`src/include/ppc_pkg.sv`:
```
/*
 * Package for the port pin configuration block: register map, reset values, states.
 * Assumes an APB slave with 32-bit data, one aligned word per register.
 */
package ppc_pkg;
    // -----------------------------------------------------------------
    // Register byte offsets
    // -----------------------------------------------------------------
    localparam logic [11:0] PPC_OFF_POLARITY  = 12'h000;
    localparam logic [11:0] PPC_OFF_OPENDRAIN = 12'h004;
    localparam logic [11:0] PPC_OFF_IRQ_EN    = 12'h008;
    localparam logic [11:0] PPC_OFF_IRQ_FLAG  = 12'h00C;
    localparam logic [11:0] PPC_OFF_SLEW      = 12'h010;
    localparam logic [11:0] PPC_OFF_RESERVED  = 12'h014;
    localparam logic [11:0] PPC_OFF_PULL_EN   = 12'h018;
    localparam logic [11:0] PPC_OFF_DIR       = 12'h01C;
    localparam logic [11:0] PPC_OFF_DATA      = 12'h020;
    localparam logic [11:0] PPC_OFF_PIN_IN    = 12'h024;
    // -----------------------------------------------------------------
    // Reset values and constants
    // -----------------------------------------------------------------
    localparam logic [7:0]  PPC_RST_BYTE      = 8'h00;
    localparam logic [7:0]  PPC_RESERVED_VAL  = 8'h00;
    localparam logic [31:0] PPC_RDATA_ZERO    = 32'h0000_0000;
    localparam int          PPC_ADDR_W        = 12;
    localparam int          PPC_PINS          = 8;
    // -----------------------------------------------------------------
    // Bus slave states
    // -----------------------------------------------------------------
    typedef enum logic [1:0] {
        PPC_IDLE = 2'b01,
        PPC_ACK  = 2'b10
    } ppc_state_t;
endpackage

```
`src/ppc_port.sv`:
```
/*
 * Port pin configuration: pull polarity, open-drain, edge pin interrupts with
 * write-one-to-clear flags, slew control with stop-mode override, reserved slot.
 * Assumes pins arrive asynchronously and peripheral enables come from the same clock.
 */
`timescale 1ns/1ps

module ppc_port
    import ppc_pkg::*;
#(
    parameter int           PINS      = PPC_PINS,
    parameter logic [7:0]   TWI_MASK  = 8'h03,
    parameter logic [7:0]   CAN_RX    = 8'h04,
    parameter logic [7:0]   DEBUG_PIN = 8'h00
) (
    input  wire logic               CLOCK_I,
    input  wire logic               RSTN_I,
    input  wire logic               CE_I,
    input  wire logic               PSEL_I,
    input  wire logic               PENABLE_I,
    input  wire logic               PWRITE_I,
    input  wire logic [11:0]        PADDR_I,
    input  wire logic [31:0]        PWDATA_I,
    output logic      [31:0]        PRDATA_O,
    output logic                    PREADY_O,
    output logic                    PSLVERR_O,
    input  wire logic [PINS-1:0]    PIN_I,
    input  wire logic [PINS-1:0]    PERIPH_SEL_I,
    input  wire logic [PINS-1:0]    PERIPH_OUT_I,
    input  wire logic [PINS-1:0]    PERIPH_OE_I,
    input  wire logic               CAN_ACTIVE_I,
    input  wire logic               TWI_ENABLE_I,
    input  wire logic               STOP_MODE_I,
    output logic      [PINS-1:0]    PIN_O,
    output logic      [PINS-1:0]    PIN_OE_O,
    output logic      [PINS-1:0]    PULLUP_EN_O,
    output logic      [PINS-1:0]    PULLDOWN_EN_O,
    output logic      [PINS-1:0]    SLEW_EN_O,
    output logic      [PINS-1:0]    INBUF_EN_O,
    output logic      [PINS-1:0]    DIN_O,
    output logic                    IRQ_O
);

    // -----------------------------------------------------------------
    // Registers
    // -----------------------------------------------------------------
    logic [PINS-1:0] pull_polarity_bits;
    logic [PINS-1:0] open_drain_bits;
    logic [PINS-1:0] pin_irq_enable_bits;
    logic [PINS-1:0] pin_irq_flag_bits;
    logic [PINS-1:0] slew_control_bits;
    logic [PINS-1:0] pull_enable_bits;
    logic [PINS-1:0] dir_bits;
    logic [PINS-1:0] data_bits;
    logic [PINS-1:0] sync_a;
    logic [PINS-1:0] sync_b;
    logic [PINS-1:0] sample_prev;
    logic [PINS-1:0] edge_hit;
    logic [PINS-1:0] wr_clear;
    logic [PINS-1:0] next_pin_o;
    logic [PINS-1:0] next_oe;
    logic [PINS-1:0] next_pu;
    logic [PINS-1:0] next_pd;
    logic [PINS-1:0] next_slew;
    logic [31:0]     next_rdata;
    ppc_state_t      state;
    logic            wr_now;
    logic            rd_now;

    // -----------------------------------------------------------------
    // APB slave, one wait state
    // -----------------------------------------------------------------
    // Answer one cycle after access begins so read data comes from a flop
    assign rd_now = PSEL_I && PENABLE_I && !PWRITE_I && state == PPC_IDLE;
    assign wr_now = PSEL_I && PENABLE_I && PWRITE_I && state == PPC_ACK;

    always_ff @(posedge CLOCK_I) begin
        if (!RSTN_I) begin
            state     <= PPC_IDLE;
            PREADY_O  <= 1'b0;
        end else if (CE_I) begin
            case (state)
                PPC_IDLE: begin
                    if (PSEL_I && PENABLE_I) begin
                        state    <= PPC_ACK;
                        PREADY_O <= 1'b1;
                    end
                end
                PPC_ACK: begin
                    state    <= PPC_IDLE;
                    PREADY_O <= 1'b0;
                end
                default: begin
                    state    <= PPC_IDLE;
                    PREADY_O <= 1'b0;
                end
            endcase
        end
    end

    // No error answer: unmapped slots simply read zero
    always_ff @(posedge CLOCK_I) begin
        if (!RSTN_I) begin
            PSLVERR_O <= 1'b0;
        end else if (CE_I) begin
            PSLVERR_O <= 1'b0;
        end
    end

    // -----------------------------------------------------------------
    // Read data
    // -----------------------------------------------------------------
    always_comb begin
        next_rdata = PPC_RDATA_ZERO;
        case (PADDR_I)
            PPC_OFF_POLARITY:  next_rdata[PINS-1:0] = pull_polarity_bits;
            PPC_OFF_OPENDRAIN: next_rdata[PINS-1:0] = open_drain_bits;
            PPC_OFF_IRQ_EN:    next_rdata[PINS-1:0] = pin_irq_enable_bits;
            PPC_OFF_IRQ_FLAG:  next_rdata[PINS-1:0] = pin_irq_flag_bits;
            PPC_OFF_SLEW:      next_rdata[PINS-1:0] = slew_control_bits;
            PPC_OFF_RESERVED:  next_rdata[7:0]      = PPC_RESERVED_VAL;
            PPC_OFF_PULL_EN:   next_rdata[PINS-1:0] = pull_enable_bits;
            PPC_OFF_DIR:       next_rdata[PINS-1:0] = dir_bits;
            PPC_OFF_DATA:      next_rdata[PINS-1:0] = (dir_bits & data_bits) | (~dir_bits & sync_b);
            PPC_OFF_PIN_IN:    next_rdata[PINS-1:0] = sync_b;
            default:           next_rdata = PPC_RDATA_ZERO;
        endcase
    end

    always_ff @(posedge CLOCK_I) begin
        if (!RSTN_I) begin
            PRDATA_O <= PPC_RDATA_ZERO;
        end else if (CE_I && rd_now) begin
            PRDATA_O <= next_rdata;
        end
    end

    // -----------------------------------------------------------------
    // Configuration writes, any time
    // -----------------------------------------------------------------
    // Reserved offset is decoded but has no storage, so writes vanish
    always_ff @(posedge CLOCK_I) begin
        if (!RSTN_I) begin
            pull_polarity_bits <= PPC_RST_BYTE[PINS-1:0];
        end else if (CE_I && wr_now && PADDR_I == PPC_OFF_POLARITY) begin
            pull_polarity_bits <= PWDATA_I[PINS-1:0];
        end
    end

    always_ff @(posedge CLOCK_I) begin
        if (!RSTN_I) begin
            open_drain_bits <= PPC_RST_BYTE[PINS-1:0];
        end else if (CE_I && wr_now && PADDR_I == PPC_OFF_OPENDRAIN) begin
            open_drain_bits <= PWDATA_I[PINS-1:0];
        end
    end

    always_ff @(posedge CLOCK_I) begin
        if (!RSTN_I) begin
            pin_irq_enable_bits <= PPC_RST_BYTE[PINS-1:0];
        end else if (CE_I && wr_now && PADDR_I == PPC_OFF_IRQ_EN) begin
            pin_irq_enable_bits <= PWDATA_I[PINS-1:0];
        end
    end

    always_ff @(posedge CLOCK_I) begin
        if (!RSTN_I) begin
            slew_control_bits <= PPC_RST_BYTE[PINS-1:0];
        end else if (CE_I && wr_now && PADDR_I == PPC_OFF_SLEW) begin
            slew_control_bits <= PWDATA_I[PINS-1:0];
        end
    end

    always_ff @(posedge CLOCK_I) begin
        if (!RSTN_I) begin
            pull_enable_bits <= PPC_RST_BYTE[PINS-1:0];
        end else if (CE_I && wr_now && PADDR_I == PPC_OFF_PULL_EN) begin
            pull_enable_bits <= PWDATA_I[PINS-1:0];
        end
    end

    always_ff @(posedge CLOCK_I) begin
        if (!RSTN_I) begin
            dir_bits <= PPC_RST_BYTE[PINS-1:0];
        end else if (CE_I && wr_now && PADDR_I == PPC_OFF_DIR) begin
            dir_bits <= PWDATA_I[PINS-1:0];
        end
    end

    always_ff @(posedge CLOCK_I) begin
        if (!RSTN_I) begin
            data_bits <= PPC_RST_BYTE[PINS-1:0];
        end else if (CE_I && wr_now && PADDR_I == PPC_OFF_DATA) begin
            data_bits <= PWDATA_I[PINS-1:0];
        end
    end

    // -----------------------------------------------------------------
    // Pin synchroniser and edge flags
    // -----------------------------------------------------------------
    always_ff @(posedge CLOCK_I) begin
        if (!RSTN_I) begin
            sync_a      <= PPC_RST_BYTE[PINS-1:0];
            sync_b      <= PPC_RST_BYTE[PINS-1:0];
            sample_prev <= PPC_RST_BYTE[PINS-1:0];
        end else if (CE_I) begin
            sync_a      <= PIN_I;
            sync_b      <= sync_a;
            sample_prev <= sync_b;
        end
    end

    // -----------------------------------------------------------------
    // Interrupt flags and request
    // -----------------------------------------------------------------
    // Edge is taken from the pad level, so output and peripheral use alike
    assign edge_hit = (pull_polarity_bits & sync_b & ~sample_prev)
                    | (~pull_polarity_bits & ~sync_b & sample_prev);
    assign wr_clear = (wr_now && PADDR_I == PPC_OFF_IRQ_FLAG) ? PWDATA_I[PINS-1:0]
                                                              : PPC_RST_BYTE[PINS-1:0];

    always_ff @(posedge CLOCK_I) begin
        if (!RSTN_I) begin
            pin_irq_flag_bits <= PPC_RST_BYTE[PINS-1:0];
        end else if (CE_I) begin
            // A new edge beats a clear in the same cycle
            pin_irq_flag_bits <= (pin_irq_flag_bits & ~wr_clear) | edge_hit;
        end
    end

    always_ff @(posedge CLOCK_I) begin
        if (!RSTN_I) begin
            IRQ_O <= 1'b0;
        end else if (CE_I) begin
            IRQ_O <= |(pin_irq_flag_bits & pin_irq_enable_bits);
        end
    end

    // -----------------------------------------------------------------
    // Pad control per pin
    // -----------------------------------------------------------------
    genvar g;
    generate
        for (g = 0; g < PINS; g++) begin : g_pin
            logic out_val;
            logic is_out;
            logic od;
            logic gpio_ok;
            // Debug pin is never handed to GPIO
            assign gpio_ok = !DEBUG_PIN[g];
            assign out_val = PERIPH_SEL_I[g] ? PERIPH_OUT_I[g] : data_bits[g];
            assign is_out  = PERIPH_SEL_I[g] ? PERIPH_OE_I[g] : (dir_bits[g] && gpio_ok);
            assign od      = open_drain_bits[g] || (TWI_ENABLE_I && TWI_MASK[g]);
            always_comb begin
                next_pin_o[g] = out_val;
                // Open drain only drives when low; inputs never drive
                next_oe[g]    = is_out && (!od || !out_val);
                next_pu[g]    = pull_enable_bits[g] && !pull_polarity_bits[g]
                                && (!is_out || od);
                next_pd[g]    = pull_enable_bits[g] && pull_polarity_bits[g]
                                && !is_out
                                && !(CAN_ACTIVE_I && CAN_RX[g]);
                next_slew[g]  = slew_control_bits[g] && !STOP_MODE_I;
            end
        end
    endgenerate

    // -----------------------------------------------------------------
    // Pad output registers
    // -----------------------------------------------------------------
    always_ff @(posedge CLOCK_I) begin
        if (!RSTN_I) begin
            PIN_O <= PPC_RST_BYTE[PINS-1:0];
        end else if (CE_I) begin
            PIN_O <= next_pin_o;
        end
    end

    always_ff @(posedge CLOCK_I) begin
        if (!RSTN_I) begin
            PIN_OE_O <= PPC_RST_BYTE[PINS-1:0];
        end else if (CE_I) begin
            PIN_OE_O <= next_oe;
        end
    end

    always_ff @(posedge CLOCK_I) begin
        if (!RSTN_I) begin
            PULLUP_EN_O <= PPC_RST_BYTE[PINS-1:0];
        end else if (CE_I) begin
            PULLUP_EN_O <= next_pu;
        end
    end

    always_ff @(posedge CLOCK_I) begin
        if (!RSTN_I) begin
            PULLDOWN_EN_O <= PPC_RST_BYTE[PINS-1:0];
        end else if (CE_I) begin
            PULLDOWN_EN_O <= next_pd;
        end
    end

    always_ff @(posedge CLOCK_I) begin
        if (!RSTN_I) begin
            SLEW_EN_O <= PPC_RST_BYTE[PINS-1:0];
        end else if (CE_I) begin
            SLEW_EN_O <= next_slew;
        end
    end

    always_ff @(posedge CLOCK_I) begin
        if (!RSTN_I) begin
            INBUF_EN_O <= ~PPC_RST_BYTE[PINS-1:0];
        end else if (CE_I) begin
            // Buffer follows the slew enable, so stop mode turns it on; capture on motor pads needs slew bits clear
            INBUF_EN_O <= ~next_slew;
        end
    end

    always_ff @(posedge CLOCK_I) begin
        if (!RSTN_I) begin
            DIN_O <= PPC_RST_BYTE[PINS-1:0];
        end else if (CE_I) begin
            DIN_O <= sync_b & ~slew_control_bits;
        end
    end

endmodule

```
`config.mk`:
```
export PLATFORM = sky130hd
export DESIGN_NAME = ppc_port
export DESIGN_NICKNAME = d
export VERILOG_FILES = /design/src/include/ppc_pkg.sv /design/src/ppc_port.sv
export SDC_FILE = /design/constraint.sdc
export NUM_CORES = 1
export LEC_CHECK = 0
export BUFFER_PORTS_ARGS = -buffer_cell sky130_fd_sc_hd__buf_4
export CORE_MARGIN = 4
export CORE_UTILIZATION = 45
export DETAILED_ROUTE_END_ITERATION = 8
export PLACE_DENSITY = 0.7
export SYNTH_ARGS = -nofsm -noshare
export SYNTH_HDL_FRONTEND = slang
export SYNTH_SLANG_ARGS = --single-unit
```
`constraint.sdc`:
```
create_clock -name CLOCK_I -period 2.21 [get_ports CLOCK_I]
set_input_delay 0.1105 -clock CLOCK_I [delete_from_list [all_inputs] [get_ports CLOCK_I]]
set_output_delay 0.1105 -clock CLOCK_I [all_outputs]
set_load 0.005 [all_outputs]
```
Word-level counts from Yosys, hierarchy flattened
Index checks and enable logic that the tools add are counted.
{"block": "totals", "reg_bits": 156, "latchBits": 0, "ramBits": 0, "romBits": 0, "in_bits": 85, "output_inout_bits": 91, "word_cells": 194, "memories": 0}
{"block": "op_classes", "addsub": 0, "n_mul": 0, "div_mod_pow": 0, "magnitude_cmp": 0, "n_eq_ne": 11, "n_shift": 0, "muxes": 22, "bitwise_logic": 19, "reduce_logical": 120}
{"op": "$and 8x8->8", "count": 9}
{"op": "$pmux 8 s9", "count": 1}
{"op": "$logic_and 1x1->1", "count": 64}
{"op": "$not 8->8", "count": 7}
{"op": "$eq 12x5->1 const B", "count": 3}
{"op": "$logic_not 1->1", "count": 35}
{"op": "$eq 12x4->1 const B", "count": 2}
{"op": "$eq 12x6->1 const B", "count": 2}
{"op": "$or 8x8->8", "count": 3}
{"op": "$logic_or 1x1->1", "count": 18}
{"op": "$mux 1", "count": 18}
{"op": "$eq 12x3->1 const B", "count": 1}
{"op": "$logic_not 12->1", "count": 1}
{"op": "$mux 8", "count": 1}
{"op": "$reduce_or 8->1", "count": 1}
{"op": "$mux 2", "count": 2}
{"op": "$eq 2x1->1 const B", "count": 1}
{"op": "$eq 2x2->1 const B", "count": 1}
{"op": "$ne 2x2->1 const B", "count": 1}
{"op": "$reduce_and 2->1", "count": 1}

Logic depth before layout (Yosys ltp)
{"block": "depth", "depth_word": 8, "ltp_mapped": 7, "mapped_depth_nobuf": 5}

Worst setup path after synthesis
OpenSTA, ideal clock, no wires.
{"block": "synth_path", "path_kind": "input -> register", "startpoint": "input port PADDR_I[7]", "endpoint": "register pull_polarity_bits[5]", "setup_time_ns": 0.119, "arrival_ns": 1.479, "setup_slack_ns": 0.612, "cell_stages": 7, "path_buffers": 2, "path_cell_list": "or4_4 > nor4_4 > buf_6 > nand4_4 > buf_2 > nand3_1 > o21ai_1"}
{"block": "synth_between", "elab_chain_len": 2}
{"item": "from (decl)", "line": "ppc_port.sv:22", "rtl": "input wire logic [11:0] PADDR_I,"}
{"item": "$logic_not 12->1", "line": "ppc_port.sv:145", "rtl": "end else if (CE_I && wr_now && PADDR_I == PPC_OFF_POLARITY) begin"}
{"item": "$logic_and 1x1->1", "line": "ppc_port.sv:145"}
{"item": "to (signal assigned)", "line": "ppc_port.sv:144", "rtl": "pull_polarity_bits <= PPC_RST_BYTE[PINS-1:0];"}
{"item": "to (signal assigned)", "line": "ppc_port.sv:146", "rtl": "pull_polarity_bits <= PWDATA_I[PINS-1:0];"}
{"item": "to (decl)", "line": "ppc_port.sv:47", "rtl": "logic [PINS-1:0] pull_polarity_bits;"}
Every way passes these cells.
A chain may end at the register's enable or synchronous reset.

==> results.py <==
metrics = {
    "run_status": {
        "outcome": "completed",
    },
    "global_routing": {
        "grt_max_degree": 61,
        "grt_pass1_vias": 5794,
        "grt_util_all_layers_pct": 22.7,
        "grt_overflow": 0,
        "grt_pass1_wl_mm": 31.7,
        "antenna_found_initial": 0,
    },
    "routing": {
        "route.vias.total": 6091,
        "avgViaCountPerCell": 5.45,
        "routed_wl_mm": 19.7,
        "drcViolationCount": 0,
        "dr.pass1.iters": 5,
        "post_drt_wl_per_cell_um": 17.6,
        "antenna_left": 0,
        "drt_iter0_drc": 488,
    },
    "run": {
        "cap_violations": 0,
    },
    "floorplan": {
        "core_area_sq_mm": 0.0147,
        "ioPinCount": 176,
        "die_h_um": 131,
        "dieArea_sq_mm": 0.0172,
        "rows": 44,
        "initial_core_util_pct": 46.4,
        "dieWidth_um": 131,
    },
    "synth": {
        "synth.distinct_cells": 49,
        "synth-edff-count": 0,
        "synth_top_area_share_pct": 45.5,
        "synthArstFlopShare_pct": 0,
        "yosys.area.top_type": "dfxtp_1",
        "synth_flop_cell": "dfxtp_1",
        "syn_avg_cell_area_sq_um": 8.64,
        "yosysWarnings": 0,
        "synthTopCellsByArea": "dfxtp_1 (45%), mux2i_1 (8.2%), nor2_1 (5.6%), nand2_1 (5.0%), a21oi_1 (4.5%)",
        "ys_seq_elements": 155,
        "ys_seq_area_share_pct": 45.5,
        "synthesis.area_sq_mm": 0.00682,
        "netlist_instances": 790,
    },
    "clocking": {
        "cts_setup_buffers": 0,
        "ctsHtreeMaxLevel": 4,
        "clk_pin_slew_ps": 60,
        "cts_buffers": 17,
        "root_buffer": "clkbuf_16",
        "cts.repair.resized": 0,
        "clockBufferDepth": 2,
        "clkSinkCount": 155,
        "cts_tree": "done",
        "insertion_delay_ps": 420,
    },
    "final_layout": {
        "nets": 1006,
        "layout_commonest_cell": "dfxtp_1",
        "n_antenna_cell": 0,
        "fin_util_pct": 58.6,
        "final_cell_mix": "dfxtp_1 (155), buf_4 (143), nor2_1 (101), nand2_1 (90), a21oi_1 (62)",
        "drive_gt1_share_pct": 21.7,
        "syn_to_final_growth_pct": 26.3,
    },
    "power": {
        "powerDensity_mw_per_mm2": 732,
        "ir_drop_mv": 0.589,
        "power_mw": 6.31,
        "leakagePower_nw": 3.49,
    },
    "setup_path": {
        "cp.required_ps": 2580,
        "critPathMaxFanout": 7,
        "arrival_ps": 2220,
        "start_kind": "flip-flop",
        "end_kind": "flip-flop",
        "crit_type": "reg -> reg",
    },
    "sta": {
        "drv_slew": 0,
        "fmax_mhz": 540,
        "hold_slack_ps": 19.8,
        "rsz0062_at_grt": "false",
        "setup_ws_ps": 357,
        "slew_headroom_pct": 52.4,
        "setup_violations": 0,
        "finalHoldViolCount": 0,
        "tightest_slew_ps": 715,
        "fin_setup_tns_ps": 0,
        "period_minus_slack_ps": 1850,
        "fin_worst_skew_ps": 7.32,
        "period_share_pct": 83.8,
    },
    "placed_design": {
        "dp_hpwl_mm": 14.4,
        "place_congestion": 0.958,
        "io_buffers": 126,
        "dpl_worst_slack_ps": 315,
    },
    "hold_path": {
        "hp-class": "in -> reg",
    },
}
path summary, 6_finish.rpt:
path / start / endpoint / slack (ps) / cells after the start
setup / recovery: PREADY_O / PRDATA_O[5] / 360 / 5
hold / removal: CE_I / IRQ_O / 20 / 2
setup reg to reg: PREADY_O / PRDATA_O[5] / 360 / 5
hold reg to reg: PULLDOWN_EN_O[6] / PULLDOWN_EN_O[6] / 460 / 2
what timing repair did:
item                                    4_1_cts  5_1_grt
hold endpoints to repair                     22        0
hold buffers                                 16        0
endpoints found under the setup margin        0        0
layout make-up:
class                      count  area [sq um]
tap                          184           230
inverter                      10          37.5
fill                        1313          6080
clock buffer                  22           464
multi-input combinational    577          3390
timing repair buffer         160          1250
sequential                   155          3100
clock inverter                10           140
cell usage after synthesis (8+ instances only):
cell       number
nor2b_1         8
nand2_1        90
buf_1          22
o21ai_1        48
inv_1           8
o2111ai_1       9
mux2_2         13
nand3_1        52
o211ai_1       14
nand4_1        11
buf_2           9
a21oi_1        62
o21ai_0        12
mux2i_1        56
dfxtp_1       155
buf_4          26
clkbuf_1       14
a22o_1          8
nor2_1        101
a22oi_1         8
through the flow:
stage               cell area, sq um  cells
floorplan                       6910    814
detailed placement              7850   1070
global placement                7850   1070
global route                    8620   1118
finish                          8620   1118
CTS                             8620   1118
routing by layer:
metal	vias up	global-route usage, %	routed length [um]
li1	3022	-	-
met1	2806	30.5	8810
met2	240	36.5	9090
met3	23	6.08	1530
met4	0	6.24	286
met5	-	0	0
critical path, stage by stage, from the launching register on:
cell      delay [ps]
dfxtp_1          330
and4b_1          260
nor3b_1          560
o211ai_1         280
nor2_4           230
a22o_1           150
logic make-up (layout without fill, tap and decap cells):
kind of cell,count (synthesis),after routing,share of synthesized area [%]
buffers and inverters,82,202,6.22
other,1,25,0.0550
flip-flops,155,155,45.5
multiplexers,72,72,11.3
AND/OR/NAND/NOR,298,298,20.9
AO/OA/AOI/OAI,182,182,16.0
report_power, final:
group	leakage, nW	switching [mW]	internal, mW
Clock	0.287	1.15	1.84
Sequential	1.25	0.0288	2.83
Combinational	1.95	0.260	0.197
Total	3.49	1.44	4.87
(Power assumes the default switching activity.)
